**config.mk**
```make
export PLATFORM = sky130hd
export DESIGN_NAME = twr_master_rx
export DESIGN_NICKNAME = d
export VERILOG_FILES = /design/src/twr_pkg.sv /design/src/twr_master_rx.sv
export VERILOG_INCLUDE_DIRS = /design/src /design/src/src
export SDC_FILE = /design/constraint.sdc
export NUM_CORES = 1
export LEC_CHECK = 0
export BUFFER_PORTS_ARGS = -buffer_cell sky130_fd_sc_hd__buf_2
export CORE_MARGIN = 1
export CORE_UTILIZATION = 51
export CTS_BUF_LIST = sky130_fd_sc_hd__clkbuf_4 sky130_fd_sc_hd__clkbuf_8 sky130_fd_sc_hd__clkbuf_16
export DETAILED_ROUTE_END_ITERATION = 12
export PLACE_DENSITY = 0.75
export SLEW_MARGIN = 20
export SYNTH_ARGS = -nofsm -noshare
export SYNTH_HDL_FRONTEND = slang
export SYNTH_SLANG_ARGS = --single-unit
```
**constraint.sdc**
```tcl
create_clock -name clk -period 3.15 [get_ports clk]
set_input_delay 0.63 -clock clk [delete_from_list [all_inputs] [get_ports clk]]
set_output_delay 0.63 -clock clk [all_outputs]
set_load 0.02 [all_outputs]
```
**src/twr_defs.svh**
```systemverilog
`ifndef TWR_DEFS_SVH
`define TWR_DEFS_SVH

// register byte addresses on the apb slave
`define TWR_ADDR_CTRL    12'h000
`define TWR_ADDR_STATUS  12'h004
`define TWR_ADDR_DATA    12'h008
`define TWR_ADDR_DIV     12'h00C

// control register field positions
`define TWR_CTL_FLAG     7
`define TWR_CTL_ACK      6
`define TWR_CTL_STA      5
`define TWR_CTL_STO      4
`define TWR_CTL_WCOL     3
`define TWR_CTL_EN       2
`define TWR_CTL_IE       0

// status codes, upper five bits of the status register
`define TWR_ST_START     8'h08
`define TWR_ST_RSTART    8'h10
`define TWR_ST_MT_ACK    8'h18
`define TWR_ST_MT_NACK   8'h20
`define TWR_ST_ARB       8'h38
`define TWR_ST_AR_ACK    8'h40
`define TWR_ST_AR_NACK   8'h48
`define TWR_ST_RX_ACK    8'h50
`define TWR_ST_RX_NACK   8'h58
`define TWR_ST_IDLE      8'hF8

// reset values
`define TWR_RST_CTRL     8'h00
`define TWR_RST_DATA     8'hFF
`define TWR_RST_DIV      8'h4E

`endif

```
**src/twr_pkg.sv**
```systemverilog
package twr_pkg;

    typedef enum logic [3:0] {
        TWR_IDLE,
        TWR_WAIT_FREE,
        TWR_START_A,
        TWR_START_B,
        TWR_BIT_LOW,
        TWR_BIT_HIGH,
        TWR_BIT_DONE,
        TWR_HOLD,
        TWR_STOP_A,
        TWR_STOP_B,
        TWR_STOP_C
    } twr_state_t;

    typedef enum logic [1:0] {
        TWR_PH_ADDR,
        TWR_PH_DATA
    } twr_phase_t;

    typedef struct packed {
        logic [7:0] ctrl;
        logic [7:0] status;
        logic [7:0] data;
        logic [7:0] shreg;
        logic [7:0] div;
        logic [7:0] tick_cnt;
        logic [3:0] bit_cnt;
        twr_state_t state;
        twr_phase_t phase;
        logic       rx_mode;
        logic       ack_bit;
        logic       busy;
        logic       rstart;
        logic       restart_after;
        logic       scl_oe;
        logic       sda_oe;
        logic       scl_s1;
        logic       scl_s2;
        logic       sda_s1;
        logic       sda_s2;
        logic       scl_prev;
        logic       sda_prev;
        logic       pready;
        logic       pslverr;
        logic [31:0] prdata;
    } twr_regs_t;

endpackage

```
**src/twr_master_rx.sv**
```systemverilog
// Decided for this implementation: the placing of the registers and register access over APB.
`timescale 1ns/1ps
`default_nettype none
`include "twr_defs.svh"

// How it works
// - flag, start, enable written as one: wait for free bus, then START.
// - after START the flag rises with status 08.
// - direction bit of the first address picks transmit or receive mode.
// - after read address and its ack bit, flag rises with 38, 40 or 48.
// - in 40, flag clear receives a byte, answering ack per ack enable.
// - in 48, start gives repeated START, stop gives STOP, both give STOP then START.
// - in 50, flag clear receives another byte, ack per ack enable.
// - in 58, flag clear gives repeated START, STOP, or STOP then START.
// - in 38, flag clear releases bus, or START once free when start set.
// - in 10, loaded address is sent; its direction bit picks the mode.
// - received byte is in the data register when the flag rises.
// - writing one clears the flag; without enable the bus machine stays idle with pins released.
// - status codes compare with prescaler bits masked off.
// - control bits: flag, ack, start, stop, collision, enable, reserved, irq enable.
// - data write while flag is low is dropped and sets write collision.
module twr_master_rx
    import twr_pkg::*;
(
    // system
    input  wire logic        clk,
    input  wire logic        rst,
    // apb slave
    input  wire logic        psel,
    input  wire logic        penable,
    input  wire logic        pwrite,
    input  wire logic [11:0] paddr,
    input  wire logic [31:0] pwdata,
    output logic      [31:0] prdata,
    output logic             pready,
    output logic             pslverr,
    // two-wire pins
    input  wire logic        scl_in,
    output logic             scl_out,
    output logic             scl_oe,
    input  wire logic        sda_in,
    output logic             sda_out,
    output logic             sda_oe,
    // flag level for an outside interrupt controller
    output logic             job_done_flag
);

    twr_regs_t q, d;

    logic wr_acc;
    logic tick;
    logic scl_rise;
    logic sda_fall_hi;
    logic sda_rise_hi;

    // a write lands on the edge where the master sees pready high
    assign wr_acc = psel && penable && pwrite && q.pready;
    assign tick   = (q.tick_cnt == 8'h00);
    assign scl_rise    = q.scl_s2 && !q.scl_prev;
    assign sda_fall_hi = q.scl_s2 && q.scl_prev && q.sda_prev && !q.sda_s2;
    assign sda_rise_hi = q.scl_s2 && q.scl_prev && !q.sda_prev && q.sda_s2;

    always_comb begin
        d = q;
        d.scl_s1   = scl_in;
        d.scl_s2   = q.scl_s1;
        d.sda_s1   = sda_in;
        d.sda_s2   = q.sda_s1;
        d.scl_prev = q.scl_s2;
        d.sda_prev = q.sda_s2;
        d.pready   = 1'b0;
        d.pslverr  = 1'b0;

        // bus busy tracking from seen START and STOP
        if (sda_fall_hi) begin
            d.busy = 1'b1;
        end else if (sda_rise_hi) begin
            d.busy = 1'b0;
        end

        // quarter-bit divider; a slave stretching the clock is waited out in BIT_HIGH
        if (tick) begin
            d.tick_cnt = q.div;
        end else begin
            d.tick_cnt = q.tick_cnt - 8'h01;
        end

        // apb: one wait state, every access answered, unmapped reads give zero
        if (psel && penable && !q.pready) begin
            d.pready = 1'b1;
            d.prdata = 32'h0000_0000;
            if (paddr == `TWR_ADDR_CTRL) begin
                d.prdata[7:0] = q.ctrl & 8'hFD;
            end else if (paddr == `TWR_ADDR_STATUS) begin
                d.prdata[7:0] = q.status;
            end else if (paddr == `TWR_ADDR_DATA) begin
                d.prdata[7:0] = q.data;
            end else if (paddr == `TWR_ADDR_DIV) begin
                d.prdata[7:0] = q.div;
            end else begin
                d.pslverr = 1'b1;
            end
        end
        if (wr_acc) begin
            if (paddr == `TWR_ADDR_CTRL) begin
                d.ctrl[`TWR_CTL_ACK] = pwdata[`TWR_CTL_ACK];
                d.ctrl[`TWR_CTL_STA] = pwdata[`TWR_CTL_STA];
                d.ctrl[`TWR_CTL_STO] = pwdata[`TWR_CTL_STO] | q.ctrl[`TWR_CTL_STO];
                d.ctrl[`TWR_CTL_EN]  = pwdata[`TWR_CTL_EN];
                d.ctrl[`TWR_CTL_IE]  = pwdata[`TWR_CTL_IE];
                if (pwdata[`TWR_CTL_FLAG]) begin
                    d.ctrl[`TWR_CTL_FLAG] = 1'b0;
                    d.ctrl[`TWR_CTL_WCOL] = 1'b0;
                end
            end else if (paddr == `TWR_ADDR_STATUS) begin
                d.status[1:0] = pwdata[1:0];
            end else if (paddr == `TWR_ADDR_DATA) begin
                if (q.ctrl[`TWR_CTL_FLAG]) begin
                    d.data = pwdata[7:0];
                end else begin
                    d.ctrl[`TWR_CTL_WCOL] = 1'b1;
                end
            end else if (paddr == `TWR_ADDR_DIV) begin
                d.div = pwdata[7:0];
            end
            // unmapped writes are dropped; their error went out with pready
        end

        if (!q.ctrl[`TWR_CTL_EN]) begin
            // disabled: pins released, machine idle
            d.state  = TWR_IDLE;
            d.scl_oe = 1'b0;
            d.sda_oe = 1'b0;
            d.status[7:3] = 5'b11111;
        end else if (tick) begin
            unique case (q.state)
                TWR_IDLE: begin
                    d.scl_oe = 1'b0;
                    d.sda_oe = 1'b0;
                    if (!q.ctrl[`TWR_CTL_FLAG] && q.ctrl[`TWR_CTL_STA]) begin
                        d.state = TWR_WAIT_FREE;
                    end
                end
                TWR_WAIT_FREE: begin
                    if (!q.busy && q.scl_s2 && q.sda_s2) begin
                        d.state = TWR_START_A;
                    end
                end
                TWR_START_A: begin
                    d.sda_oe = 1'b1;
                    d.state  = TWR_START_B;
                end
                TWR_START_B: begin
                    // start done: hold clock low and report
                    d.scl_oe = 1'b1;
                    d.ctrl[`TWR_CTL_STA]  = 1'b0;
                    d.ctrl[`TWR_CTL_FLAG] = 1'b1;
                    d.status[7:3] = 5'(q.rstart ? `TWR_ST_RSTART >> 3
                                                : `TWR_ST_START >> 3);
                    d.phase = TWR_PH_ADDR;
                    d.state = TWR_HOLD;
                end
                TWR_BIT_LOW: begin
                    d.scl_oe = 1'b1;
                    if (q.bit_cnt == 4'd8) begin
                        // ninth slot: ack from us when receiving data with ack enabled, else released
                        d.sda_oe = (q.phase == TWR_PH_DATA) && q.rx_mode && q.ack_bit;
                    end else begin
                        d.sda_oe = q.rx_mode && (q.phase == TWR_PH_DATA) ? 1'b0
                                 : !q.shreg[7];
                    end
                    d.state = TWR_BIT_HIGH;
                end
                TWR_BIT_HIGH: begin
                    d.scl_oe = 1'b0;
                    if (scl_rise || q.scl_s2) begin
                        d.state = TWR_BIT_DONE;
                    end
                end
                TWR_BIT_DONE: begin
                    d.scl_oe = 1'b1;
                    d.state  = TWR_BIT_LOW;
                    if (q.bit_cnt == 4'd8) begin
                        d.ctrl[`TWR_CTL_FLAG] = 1'b1;
                        d.sda_oe = 1'b0;
                        d.state  = TWR_HOLD;
                        if (q.phase == TWR_PH_ADDR) begin
                            d.rx_mode = q.shreg[0];
                            d.status[7:3] = 5'(q.shreg[0]
                                ? (q.sda_s2 ? `TWR_ST_AR_NACK >> 3 : `TWR_ST_AR_ACK >> 3)
                                : (q.sda_s2 ? `TWR_ST_MT_NACK >> 3 : `TWR_ST_MT_ACK >> 3));
                            d.phase = TWR_PH_DATA;
                        end else begin
                            d.data = q.shreg;
                            d.status[7:3] = 5'(q.ack_bit ? `TWR_ST_RX_ACK >> 3
                                                         : `TWR_ST_RX_NACK >> 3);
                        end
                    end else if (!q.rx_mode || q.phase == TWR_PH_ADDR) begin
                        // arbitration: we sent one but the line reads zero
                        if (q.shreg[7] && !q.sda_s2) begin
                            d.scl_oe = 1'b0;
                            d.sda_oe = 1'b0;
                            d.ctrl[`TWR_CTL_FLAG] = 1'b1;
                            d.status[7:3] = 5'(`TWR_ST_ARB >> 3);
                            d.state = TWR_HOLD;
                        end
                        d.shreg   = {q.shreg[6:0], q.sda_s2};
                        d.bit_cnt = q.bit_cnt + 4'd1;
                    end else begin
                        d.shreg   = {q.shreg[6:0], q.sda_s2};
                        d.bit_cnt = q.bit_cnt + 4'd1;
                    end
                end
                TWR_HOLD: begin
                    d.scl_oe = (q.status[7:3] != 5'(`TWR_ST_ARB >> 3));
                    if (!q.ctrl[`TWR_CTL_FLAG]) begin
                        d.bit_cnt = 4'd0;
                        d.rstart  = 1'b0;
                        if (q.status[7:3] == 5'(`TWR_ST_ARB >> 3)) begin
                            // lost the bus: release, or start again when free
                            d.scl_oe = 1'b0;
                            d.sda_oe = 1'b0;
                            d.state  = q.ctrl[`TWR_CTL_STA] ? TWR_WAIT_FREE : TWR_IDLE;
                        end else if (q.ctrl[`TWR_CTL_STO]) begin
                            d.restart_after = q.ctrl[`TWR_CTL_STA];
                            d.sda_oe = 1'b1;
                            d.state  = TWR_STOP_A;
                        end else if (q.ctrl[`TWR_CTL_STA]) begin
                            d.rstart = 1'b1;
                            d.sda_oe = 1'b0;
                            d.state  = TWR_STOP_B;
                        end else if (q.phase == TWR_PH_ADDR) begin
                            d.shreg = q.data;
                            d.state = TWR_BIT_LOW;
                        end else begin
                            d.shreg   = 8'hFF;
                            d.ack_bit = q.ctrl[`TWR_CTL_ACK];
                            d.state   = TWR_BIT_LOW;
                        end
                    end
                end
                TWR_STOP_A: begin
                    d.scl_oe = 1'b0;
                    d.state  = TWR_STOP_B;
                end
                TWR_STOP_B: begin
                    // clock released; repeated start keeps sda high here
                    d.scl_oe = 1'b0;
                    if (q.scl_s2) begin
                        d.sda_oe = 1'b0;
                        d.state  = q.rstart ? TWR_START_A : TWR_STOP_C;
                    end
                end
                TWR_STOP_C: begin
                    d.ctrl[`TWR_CTL_STO] = 1'b0;
                    d.status[7:3] = 5'b11111;
                    d.state = q.restart_after ? TWR_WAIT_FREE : TWR_IDLE;
                    d.ctrl[`TWR_CTL_STA] = q.restart_after;
                    d.restart_after = 1'b0;
                end
                default: d.state = TWR_IDLE;
            endcase
        end
    end

    always_ff @(posedge clk) begin
        if (rst) begin
            q <= '0;
            q.ctrl     <= `TWR_RST_CTRL;
            q.status   <= `TWR_ST_IDLE;
            q.data     <= `TWR_RST_DATA;
            q.div      <= `TWR_RST_DIV;
            q.state    <= TWR_IDLE;
            q.phase    <= TWR_PH_ADDR;
            q.scl_s1   <= 1'b1;
            q.scl_s2   <= 1'b1;
            q.sda_s1   <= 1'b1;
            q.sda_s2   <= 1'b1;
            q.scl_prev <= 1'b1;
            q.sda_prev <= 1'b1;
        end else begin
            q <= d;
        end
    end

    assign prdata        = q.prdata;
    assign pready        = q.pready;
    assign pslverr       = q.pslverr;
    assign scl_out       = 1'b0;
    assign scl_oe        = q.scl_oe;
    assign sda_out       = 1'b0;
    assign sda_oe        = q.sda_oe;
    assign job_done_flag = q.ctrl[`TWR_CTL_FLAG];

    // while the flag is held, the clock line is pulled low unless arbitration was lost (38)
    a_hold_clock_low: assert property (@(posedge clk) disable iff (rst)
        (q.state == TWR_HOLD && q.ctrl[`TWR_CTL_FLAG] && q.status[7:3] != 5'b00111)
        ##1 (q.state == TWR_HOLD) |-> q.scl_oe)
        else $error("clock line not held while flag set");

    a_start_status: assert property (@(posedge clk) disable iff (rst)
        (q.state == TWR_START_B && tick && q.ctrl[`TWR_CTL_EN] && !q.rstart)
        |=> q.ctrl[`TWR_CTL_FLAG] && q.status[7:3] == 5'b00001)
        else $error("start not reported as 08");

    a_wcol_set: assert property (@(posedge clk) disable iff (rst)
        (wr_acc && paddr == `TWR_ADDR_DATA && !q.ctrl[`TWR_CTL_FLAG])
        |=> q.ctrl[`TWR_CTL_WCOL] && $stable(q.data))
        else $error("collision write not discarded");

    a_flag_clear: assert property (@(posedge clk) disable iff (rst)
        (wr_acc && paddr == `TWR_ADDR_CTRL && pwdata[7] && !(tick && q.state == TWR_BIT_DONE))
        |=> !q.ctrl[`TWR_CTL_FLAG] || $past(q.state) == TWR_START_B)
        else $error("flag not cleared by writing one");

    a_disable_idle: assert property (@(posedge clk) disable iff (rst)
        !q.ctrl[`TWR_CTL_EN] |=> q.state == TWR_IDLE && !q.sda_oe)
        else $error("disabled unit still active");

    a_apb_answer: assert property (@(posedge clk) disable iff (rst)
        (psel && penable && !q.pready) |=> q.pready ##1 !q.pready)
        else $error("apb answer not one cycle");

    a_rx_data_valid: assert property (@(posedge clk) disable iff (rst)
        $rose(q.ctrl[`TWR_CTL_FLAG]) && q.status[7:4] == 4'b0101
        |-> q.data == $past(q.shreg))
        else $error("received byte not in data register");

    a_stop_clears: assert property (@(posedge clk) disable iff (rst)
        (q.state == TWR_STOP_C && tick && q.ctrl[`TWR_CTL_EN])
        |=> !q.ctrl[`TWR_CTL_STO])
        else $error("stop request not cleared");

    // while a data byte comes in, the data line belongs to the slave
    a_rx_release: assert property (@(posedge clk) disable iff (rst)
        (q.state == TWR_BIT_HIGH && q.rx_mode && q.phase == TWR_PH_DATA && q.bit_cnt != 4'd8)
        |-> !q.sda_oe)
        else $error("data line driven during a received bit");

endmodule
`default_nettype wire

```
== Word level (Yosys, flattened, before mapping) ==
Cells that the tools add are included.

* Input port bits: 51
* Bits in registers: 79
* Output and inout port bits: 39
* Word-level logic and storage cells: 230

* Bitwise gates (word level): 11
* Eq/ne operators: 35
* $add $sub $neg: 2
* Mux-type cells: 97
* Reductions and logical operators: 57

{| class="wikitable"
|+ Operator list
! cell !! count
|-
| 8-bit 2-to-1 mux || 20
|-
| 4-bit 2-to-1 mux || 14
|-
| 4-bit case mux with 11 select lines || 1
|-
| 1-bit 2-to-1 mux || 35
|-
| 34-bit 2-to-1 mux || 1
|-
| 16-bit 2-to-1 mux || 2
|-
| 2-bit != test, second input constant || 14
|-
| 5-bit AND reduction || 5
|-
| 12-bit by 4-bit equality test with 1-bit output, second input constant || 2
|-
| 4-bit by 3-bit equality test with 1-bit output, second input constant || 4
|-
| 4-bit equality test, second input constant || 4
|-
| 1-bit logical AND || 16
|-
| 8-bit case mux with 2 select lines || 1
|-
| 8-bit AND reduction || 2
|-
| 5-bit 2-to-1 mux || 3
|-
| 5-bit case mux with 3 select lines || 1
|-
| 2-bit 2-to-1 mux || 7
|-
| 12-bit by 3-bit equality test with 1-bit output, second input constant || 1
|-
| 12-bit zero test || 1
|-
| 3-bit 2-to-1 mux || 4
|-
| 6-bit AND reduction || 2
|-
| 1-bit NOT || 10
|-
| 2-bit nonzero test || 5
|-
| 4-bit by 2-bit equality test with 1-bit output, second input constant || 2
|-
| other kinds (31) || 45
|}

== Depth between registers and ports, before layout ==
Gate-level depths: netlist of the first run.

* Depth in word-level cells: 11
* Mapped depth: 9
* Gate-level depth less buffers: 7

== Least setup slack after synthesis of the first run ==
Ideal clock, no wire load.

* Path kind: reg-to-reg
* Start: reg q[59] in the netlist's numbering
* End: reg q[81] in the netlist's numbering
* Library setup time: 0.136 ns
* Slack: 0.812 ns
* Clock period less this slack: 2.338 ns
* Data required time: 3.014 ns
* Path buffers: 3
* Arrival: 2.202 ns
* Cell stages (with the launch flop): 9
* Cells stage by stage: dfxtp_1 or4_1 buf_2 or4b_1 clkbuf_1 nor3_1 nand2b_1 clkbuf_1 a2bb2oi_1

* Cells in the longest elaborated chain, start to end: 3

{| class="wikitable"
|+ RTL lines
! item !! RTL line !! source
|-
| start: declaration || twr_master_rx.sv:48 || <nowiki>twr_regs_t q, d;</nowiki>
|-
| 8-bit zero test || twr_master_rx.sv:58 || <nowiki>assign tick = (q.tick_cnt == 8'h00);</nowiki>
|-
| 16-bit 2-to-1 mux || twr_master_rx.sv:135 || <nowiki>end else if (tick) begin</nowiki>
|-
| 16-bit 2-to-1 mux || twr_master_rx.sv:129 || <nowiki>if (!q.ctrl[`TWR_CTL_EN]) begin</nowiki>
|}

No other way between the ends.
A chain may end at the register's enable or synchronous reset.

== Worst setup path after layout of the first run ==
* Start: reg q[59] in the netlist's numbering
* End: reg q[92] in the netlist's numbering

* Cells in the longest elaborated chain, start to end: 2

{| class="wikitable"
|+ RTL lines
! item !! RTL line
|-
| 8-bit zero test || twr_master_rx.sv:58
|-
| 4-bit AND reduction (no source line) || --
|}

No other way between the ends.

==> results.txt, run 1 <==
The run finished with clean final reports. The global-route track usage on met3 is 0.04553. The final-report setup violation count is 0. The placeable core region came out at just over 8000 um^2. The buffer depth of the longest clock path is 2. The die covers around 8700 um^2.

Entering global routing, the biggest net connects 33 pins. The synthesized netlist occupies a cell area of 4270 um^2. The total power draw came out at about 2.2 mW. The proportion of power drawn by flip-flops and latches came out at 0.484. The worst setup path is launched from a flop.

The met1 track utilization from global routing came out at 0.3549. Clock tree synthesis found a total of 78 sinks. Yosys mapped a number of flops with a built-in enable equal to 0.

Of all nets on the critical path, the largest fanout is 8. For the pin with the worst max-slew slack, the measured transition is roughly 0.7 ns. The final routed wire length divided by cell count came out at 16.16 um.

The clock-pin transition on the worst setup and hold timing paths is around 0.09 ns. The number of storage elements in the synthesis netlist is 78. Setup repair after global routing left no endpoint under its margin. The library cell used as clock root buffer is sky130_fd_sc_hd__clkbuf_8. The fraction of power consumed by the clock network is 0.322. The detailed-route via count is approximately 3800. The static leakage is roughly 1.7 nW.

The number of antenna cells inserted came out at 0. The total clock buffers created by CTS is 9. STA classifies the critical path endpoint as a flop.

The total internal power is 1.509 mW. The first global-routing pass estimated 17110 um of wire. The standard-cell row count came out at 33.

Headroom to the max-slew limit came out at 0.5326. After legalization and detailed placement, the total HPWL measured roughly 7600 um. The die is a little over 90 um wide. The final hold violation count came out at 0. Counting distinct cell types in the post-synthesis netlist gives 64. The mean cell area of the mapped netlist is approximately 8.4 um^2.

The worst hold margin came out at 0.4194 ns. The initial antenna violation count is 0. The via density per instance is roughly 5.9. TritonCTS built the clock tree. The number of nets with antenna violations after detailed routing is 0. The clock tree skew after final layout came out at ~0.016 ns. The cell count after synthesis is approximately 510. The post-synthesis to final-layout area growth came out at 7.589%. The shortest period the worst path allows is between 2 and 3 ns. The largest individual stage delay along the critical path comes from the cell sky130_fd_sc_hd__or4_1. The max-slew violation count came out at 0. Pin placement for this block handled 90 I/O pins.

In the final layout, the share of cells above drive strength 1 is 0.1716. The largest single stage delay on the critical path is roughly 0.7 ns. The maximum level of the CTS H-tree came out at 3. The y dimension of the die came out at between 90 and 100 um. The critical path in this run is classified as flop to flop.

The total routing resource utilization after global routing came out at 0.2519. The share of total power dissipated in combinational logic is 0.195. The residual DRC count came out at 0. Timing would allow up to approximately 370 MHz. The flip-flop cell with the highest count after synthesis is sky130_fd_sc_hd__dfxtp_1. In this run the tool buffered the top-level ports with 39 buffer cells. The hold buffer count at cts is 0. The arrival time at the worst endpoint is about 2.9 ns. The power spent charging and discharging nets came out at 0.7407 mW. The routability congestion estimate from global placement came out at 0.8962. The proportion of synthesized chip area in sequential cells is 0.3657. The number of nets in the final layout came out at 587. Gates resized during post-CTS repair numbered 0. The detailed-routing iteration count for the pre-antenna-repair pass is 5. Of all flip-flops after synthesis, the portion carrying an async set or reset was 0. The count of routing violations after the opening detailed-route iteration is 303.

The setup TNS after final layout came out at 0 ns. The worst supply voltage drop on vdd is 297.1 uV. The initial core utilization is 0.5223. The critical path goes through or4_1, nor3_1, o2111ai_1, or3_1, a21o_1.

For this run, global-route usage on met2 was measured as 0.3879. The number of buffers added for setup after CTS is 0. In this run the most used layer during global routing was met2. The clock reaches the later pin of the worst-skew pair after 0.36 ns. The via count of the first global-routing pass is 3426. The sum of overflow across all layers after global routing came out at 0. The number of max-capacitance violations reported is 0. The share of the clock period used by the worst path came out at 0.8467. The wire length after detailed routing is 10360 um. For this run, the number of Yosys warnings is 0. The required time at the endpoint of the critical path came out at 3.40 ns. The switching share of power is 0.3292. The worst hold path belongs to the class flop to flop. The total power per unit cell area is between 400 and 500 nW/um^2.
==> cell families after synthesis <==
logic type      share of synthesized area
other cells                     0.0008781
compound gates                     0.1694
mux                               0.09347
flops                              0.3657
simple gates                       0.2429
xor+xnor                          0.01436
buf+inv                           0.09874
fa+ha+maj                         0.01465
==> layout make-up <==
class / instances / area [um^2]
well taps: 105 / 131.4
repair buffers: 51 / 285.3
clock buffers: 9 / 123.9
fillers: 750 / 3581
inverters: 13 / 48.80
flip-flops and latches: 78 / 1562
clock inverters: 7 / 62.56
multi-input cells: 378 / 2381
==> power by group through the flow <==
stage / registers [mW] / logic [mW] / clock network, mW
finish: 1.09 / 0.438 / 0.724
detailed placement: 1.11 / 0.433 / 0
CTS: 1.09 / 0.435 / 0.737
global placement: 1.11 / 0.417 / 0
global route: 1.10 / 0.487 / 0.783
floorplan: 1.10 / 0.367 / 0
==> state kept, by name, summed over array words and instances, names as in the netlist <==
register / flops
prdata: 8
q: 61
pslverr: 1
scl_oe: 1
d: 4
pready: 1
job_done_flag: 1
sda_oe: 1
==> synthesized netlist by cell type (3+ instances only) <==
cell	instances	area, um^2
sky130_fd_sc_hd__a2bb2oi_1	8	70.07
sky130_fd_sc_hd__nor2_1	43	161.4
sky130_fd_sc_hd__inv_1	13	48.80
sky130_fd_sc_hd__o2111ai_1	3	26.28
sky130_fd_sc_hd__xor2_1	3	26.28
sky130_fd_sc_hd__nand3_1	11	55.05
sky130_fd_sc_hd__buf_4	34	255.2
sky130_fd_sc_hd__a211oi_1	10	75.07
sky130_fd_sc_hd__clkbuf_1	28	105.1
sky130_fd_sc_hd__mux4_2	6	135.1
sky130_fd_sc_hd__xnor2_1	4	35.03
sky130_fd_sc_hd__or2_2	10	62.56
sky130_fd_sc_hd__nor2b_1	8	50.05
sky130_fd_sc_hd__nand4_1	8	50.05
sky130_fd_sc_hd__nand2_1	46	172.7
sky130_fd_sc_hd__nor3b_1	3	22.52
sky130_fd_sc_hd__a21o_1	3	22.52
sky130_fd_sc_hd__nor3_1	19	95.09
sky130_fd_sc_hd__a211o_1	3	26.28
sky130_fd_sc_hd__ha_1	5	62.56
sky130_fd_sc_hd__mux2_2	3	33.78
sky130_fd_sc_hd__or3_1	8	50.05
sky130_fd_sc_hd__nand3b_1	6	45.04
sky130_fd_sc_hd__nand2b_1	6	37.54
sky130_fd_sc_hd__dfxtp_1	78	1562
sky130_fd_sc_hd__nand4b_1	3	26.28
sky130_fd_sc_hd__and3_1	4	25.02
sky130_fd_sc_hd__a21oi_1	37	185.2
sky130_fd_sc_hd__or4_1	3	22.52
sky130_fd_sc_hd__o21ai_0	25	125.1
sky130_fd_sc_hd__mux2i_1	23	230.2
sky130_fd_sc_hd__nor4_1	3	18.77
==> cells in the final DEF, fill, tap and decap left out, types with 13 or more instances in the layout <==
master and instances:
sky130_fd_sc_hd__nor3_1 19, sky130_fd_sc_hd__mux2i_1 23, sky130_fd_sc_hd__o21ai_0 25, sky130_fd_sc_hd__nor2_1 43, sky130_fd_sc_hd__buf_2 39, sky130_fd_sc_hd__conb_1 26
sky130_fd_sc_hd__inv_1 13, sky130_fd_sc_hd__dfxtp_1 78, sky130_fd_sc_hd__a21oi_1 37, sky130_fd_sc_hd__nand2_1 46
==> through the flow <==
step | cells | util | cell area [um^2] | worst slack (ns)
finish | 641 | 0.5620 | 4594 | 0.4830
CTS | 641 | 0.5620 | 4594 | 0.5006
global route | 641 | 0.5620 | 4594 | 0.3268
global placement | 625 | 0.5392 | 4408 | 0.5522
detailed placement | 625 | 0.5392 | 4408 | 0.5303
floorplan | 534 | - | 4364 | 0.8116
==> per-layer routing <==
| layer | routed length [um] | vias up |
|---|---|---|
| met1 | 4756 | 1788 |
| li1 | - | 1809 |
| met3 | 681 | 16 |
| met4 | 181 | 0 |
| met2 | 4739 | 145 |
| met5 | 0 | - |
==> worst max-delay path, delay by kind of cell, from the launching register on <==
| kind | cells | cell delay [ns] |
|---|---|---|
| AO/OA/AOI/OAI | 2 | 0.62 |
| flip-flops | 1 | 0.35 |
| AND/OR/NAND/NOR | 3 | 1.59 |
==> worst paths after layout <==
| kind | from | slack, ns | cells past startpoint | endpoint |
|---|---|---|---|---|
| setup / recovery | q[59] | 0.48 | 5 | q[92] |
| hold / removal | d[36] | 0.42 | 1 | d[34] |
| setup reg to reg | q[59] | 0.48 | 5 | q[92] |
| hold reg to reg | d[36] | 0.42 | 1 | d[34] |
(Power assumes the default switching activity.)
==> run 2: changes to the inputs <==
--- a/config.mk
+++ b/config.mk
@@ -6,6 +6,7 @@
 export SDC_FILE = /design/constraint.sdc
 export NUM_CORES = 1
 export LEC_CHECK = 0
+export ABC_AREA = 1
 export BUFFER_PORTS_ARGS = -buffer_cell sky130_fd_sc_hd__buf_2
 export CORE_MARGIN = 1
 export CORE_UTILIZATION = 51
==> constraint.sdc (replaced) <==
create_clock -name clk -period 2.6 [get_ports clk]
set_input_delay 0.52 -clock clk [delete_from_list [all_inputs] [get_ports clk]]
set_output_delay 0.52 -clock clk [all_outputs]
set_load 0.02 [all_outputs]
==> run 2 against run 1 <==
Sequential share of layout area decreased by 2.4 points. Hold slack got worse by 0.067 ns. Area after synthesis increased by 7.9%. Die area increased by 7.7%. Non-clock buffer count decreased by 6. Critical path depth increased by 3. Utilization increased by 0.52 points. Cell area increased by 7.7%. Sequential power increased by 20%. Via count increased by 19%. Setup slack improved by 0.046 ns. Synthesized cell count increased by 36%. Largest power group unchanged. Critical path type unchanged.
==> results.txt, run 2 <==
The run finished with clean final reports. The clock tree skew after final layout is 0.006158 ns. The power spent charging and discharging nets came out at 0.8465 mW. The synthesis warning total came out at 0. The max-slew violation count came out at 0.

The number of nets with antenna violations after detailed routing is 0. The count of input and output buffers is 39. TritonCTS built the clock tree. The sum of overflow across all layers after global routing is 0. For this run, the top clock speed supported by timing is roughly 480 MHz. The longest clock path from root to sink contains 2 buffers.

The CTS sink count is about 80. The shortest period the worst path allows is ~2.1 ns. The routability congestion estimate from global placement came out at roughly 0.92.

Relative to the synthesized area, the layout overhead comes to 7.360%. Setup violations remaining at the end of the flow were counted as 0. The tree is rooted in a sky130_fd_sc_hd__clkbuf_8. Across all hold checks on the routed design, the worst slack comes to between 0.3 and 0.4 ns. The clock-pin transition on the worst setup and hold timing paths is 0.08 ns. The share of the clock period used by the worst path came out at 0.7965. The maximum fanout along the worst path is 11. The final HPWL from detailed placement is between 8000 and 9000 um. The pre-CTS setup slack came out at between 0.4 and 0.5 ns.

The count of routing violations after the opening detailed-route iteration is roughly 260. The number of unique standard cell types used by synthesis came out at between 40 and 50. Sorting the synthesized cells by how often they occur yields sky130_fd_sc_hd__nand2_1 (173), sky130_fd_sc_hd__nor2_1 (81), sky130_fd_sc_hd__dfxtp_1 (78), sky130_fd_sc_hd__inv_1 (61), sky130_fd_sc_hd__a21oi_1 (58). After detailed routing, the number of remaining DRC violations is 0. At the worst endpoint, the required time is roughly 2.8 ns. The maximum level of the CTS H-tree is 3. For this block, the via count after detailed routing is around 4500. The share of the synthesized area in the top cell type came out at 0.3389. The latest clock arrival within the worst-skew pair came out at roughly 0.35 ns. The tightest slew margin relative to the limit is 0.6574. The flip-flop count of the largest register after layout is 61.

The number of storage elements in the synthesis netlist is 78. The total standard cell area after synthesis came out at between 4000 and 5000 um^2. The portion of total power attributed to combinational logic is 0.191.

The final core utilization came out at 0.5671. The endpoint class of the critical path is a flop. The wire length after detailed routing came out at approximately 12000 um. The detailed-routing iteration count for the pre-antenna-repair pass is 5. The total die area is approximately 9400 um^2. IR analysis of the VDD net gives a maximum drop of roughly 270 uV. Counting flops with an async set or reset pin after synthesis yields a share of 0. In the global route stage, overall resource usage came out at 0.2529. The placed cell area is 4725 um^2.

The most common cell in the synthesized netlist is sky130_fd_sc_hd__nand2_1. Dividing the synthesized area by the synthesized cell count gives 6.638 um^2. The die is between 90 and 100 um wide.

Among all flip-flop cells after synthesis, the most frequent one is sky130_fd_sc_hd__dfxtp_1. The final-layout fill cell count came out at approximately 860. The total power draw came out at 2.880 mW. The standard-cell row count came out at 34.

Post-CTS repair changed the size of 0 cells. The xor/xnor cell area share of the yosys netlist is 0.01141. The maximum number of pins on one net before global-route repair came out at 30. The hold buffer count at cts came out at 0.

The via density per instance is around 5.4. The share of cell area taken by muxes after synthesis came out at 0.006518. The type of origin of the critical path is a flop.

The fraction of layout cells with a size suffix above 1 came out at 0.1367. The fraction of the mapped netlist area in adder cells came out at 0.01358. The final hold violation count came to 0. The proportion of power drawn by flip-flops and latches came out at 0.456. Ranked by total cell area, the synthesized netlist is headed by sky130_fd_sc_hd__dfxtp_1 (34%), sky130_fd_sc_hd__nand2_1 (14%), sky130_fd_sc_hd__nor2_1 (6.6%), sky130_fd_sc_hd__a21oi_1 (6.3%), sky130_fd_sc_hd__buf_4 (6.2%). Setup repair after global routing left no endpoint under its margin. Leaving out fill and tap cells, the most frequent cell in the layout is sky130_fd_sc_hd__nand2_1. q holds more flip-flops than any other register. The number of antenna cells inserted is 0. After synthesis, the largest family of logic cells by area is simple AND/OR/NAND/NOR gates. The arrival time at the worst endpoint came out at approximately 2.3 ns. The initial core utilization is 0.5283. The slew at the pin closest to its max-slew limit is approximately 0.51 ns. The largest total area in the synthesized netlist belongs to sky130_fd_sc_hd__dfxtp_1. The number of nets in the final layout came out at between 700 and 800. Of the total power, the share spent switching nets is 0.2939. In this run the static leakage power is roughly 2.4 nW.

The compound-gate portion of the synthesized area is 0.1559. The total power per unit cell area came out at ~580 nW/um^2. For this run, the number of standard cells in the final layout without fillers is ~830.

The boundary pin count came out at 90. The placeable core region came out at 8721 um^2. The number of buffers added for setup after CTS came out at 0.

The cell count after synthesis is approximately 690. The number of placed instances, taps included came out at 817. In the layout the commonest cells are sky130_fd_sc_hd__nand2_1 (173), sky130_fd_sc_hd__nor2_1 (81), sky130_fd_sc_hd__dfxtp_1 (78). The number of synthesized flops with an enable pin is 0. After detailed routing, the average wire length per cell comes to about 14 um.

Of the total synthesized cell area, the portion taken by AND, OR, NAND and NOR gates is 0.3379. The y dimension of the die came out at 97.05 um. The via count of the first global-routing pass came out at 4127.

The fraction of power consumed by the clock network came out at 0.353. The path class of the tightest hold or removal check is input pin to flop. The proportion of synthesized chip area in sequential cells is 0.3389.

The internal power of the cells totals roughly 2 mW. Setup slack closes at 0.5291 ns. The initial antenna violation count is 0. The total clock buffers created by CTS came out at 9.

The setup TNS after final layout is 0 ns. By startpoint and endpoint, the worst setup path is classified as flop to flop. The number of max-capacitance violations reported is 0. The final cell area excluding filler cells is between 4000 and 5000 um^2. The wire length of the first global-routing pass is about 19000 um.
-- run 2: changes by cell type after synthesis, sizes merged, moves of 22 or more --
cell | previous run | this run
inv | 13 | 68
o21ai | 25 | 59
nor2 | 43 | 89
nand2 | 46 | 182
nand3 | 11 | 41
a21oi | 37 | 59
-- run 2: final cells by class --
type | instances | area (um^2) | share of cell area
Sequential cell | 78 | 1562 | 0.3157
Multi-Input combinational cell | 518 | 2517 | 0.5090
Clock inverter | 4 | 70.07 | 0.01417
Inverter | 68 | 257.7 | 0.05211
Tap cell | 108 | 135.1 | 0.02732
Clock buffer | 11 | 151.4 | 0.03061
Timing Repair Buffer | 45 | 252.7 | 0.05110
-- run 2: worst paths after layout --
kind / cells after the start / slack (ns) / end / start
hold reg to reg: 1 / 0.41 / d[34] / d[36]
hold / removal: 2 / 0.35 / d[38] / scl_in
setup / recovery: 8 / 0.53 / q[75] / q[50]
setup reg to reg: 8 / 0.53 / q[75] / q[50]
-- run 2: logic make-up (layout without fill, tap and decap cells) --
family / after synthesis / after routing
DFF: 78 / 78
AOI/OAI and AO/OA: 134 / 134
other: 1 / 26
buffers and inverters: 123 / 128
xor gates and xnor gates: 6 / 6
muxes: 3 / 3
adders and majority gates: 5 / 5
and+or+nand+nor: 344 / 344
-- run 2: metal layers --
metal	wire length [um]	GRT usage	share of wire
met5	0	0	0
met4	264	0.1160	0.023
met3	609	0.03974	0.053
met2	5362	0.4047	0.46
met1	5350	0.3344	0.46
-- run 2: power groups by stage --
stage | logic, mW | registers [mW] | clock network (mW)
after CTS | 0.551 | 1.31 | 1.03
after floorplan | 0.466 | 1.33 | 0
after global placement | 0.525 | 1.33 | 0
after detailed placement | 0.548 | 1.34 | 0
after global routing | 0.623 | 1.32 | 1.09
final | 0.551 | 1.31 | 1.02
-- run 2: critical path: stages, from the launching register on --
cell and delay, ns:
sky130_fd_sc_hd__dfxtp_1 0.41, sky130_fd_sc_hd__nand2_1 0.17, sky130_fd_sc_hd__inv_1 0.08, sky130_fd_sc_hd__nand2_1 0.40
sky130_fd_sc_hd__nor2_1 0.11, sky130_fd_sc_hd__nor2_1 0.27, sky130_fd_sc_hd__nand2_1 0.23, sky130_fd_sc_hd__o21ai_0 0.23
sky130_fd_sc_hd__nor2_1 0.06
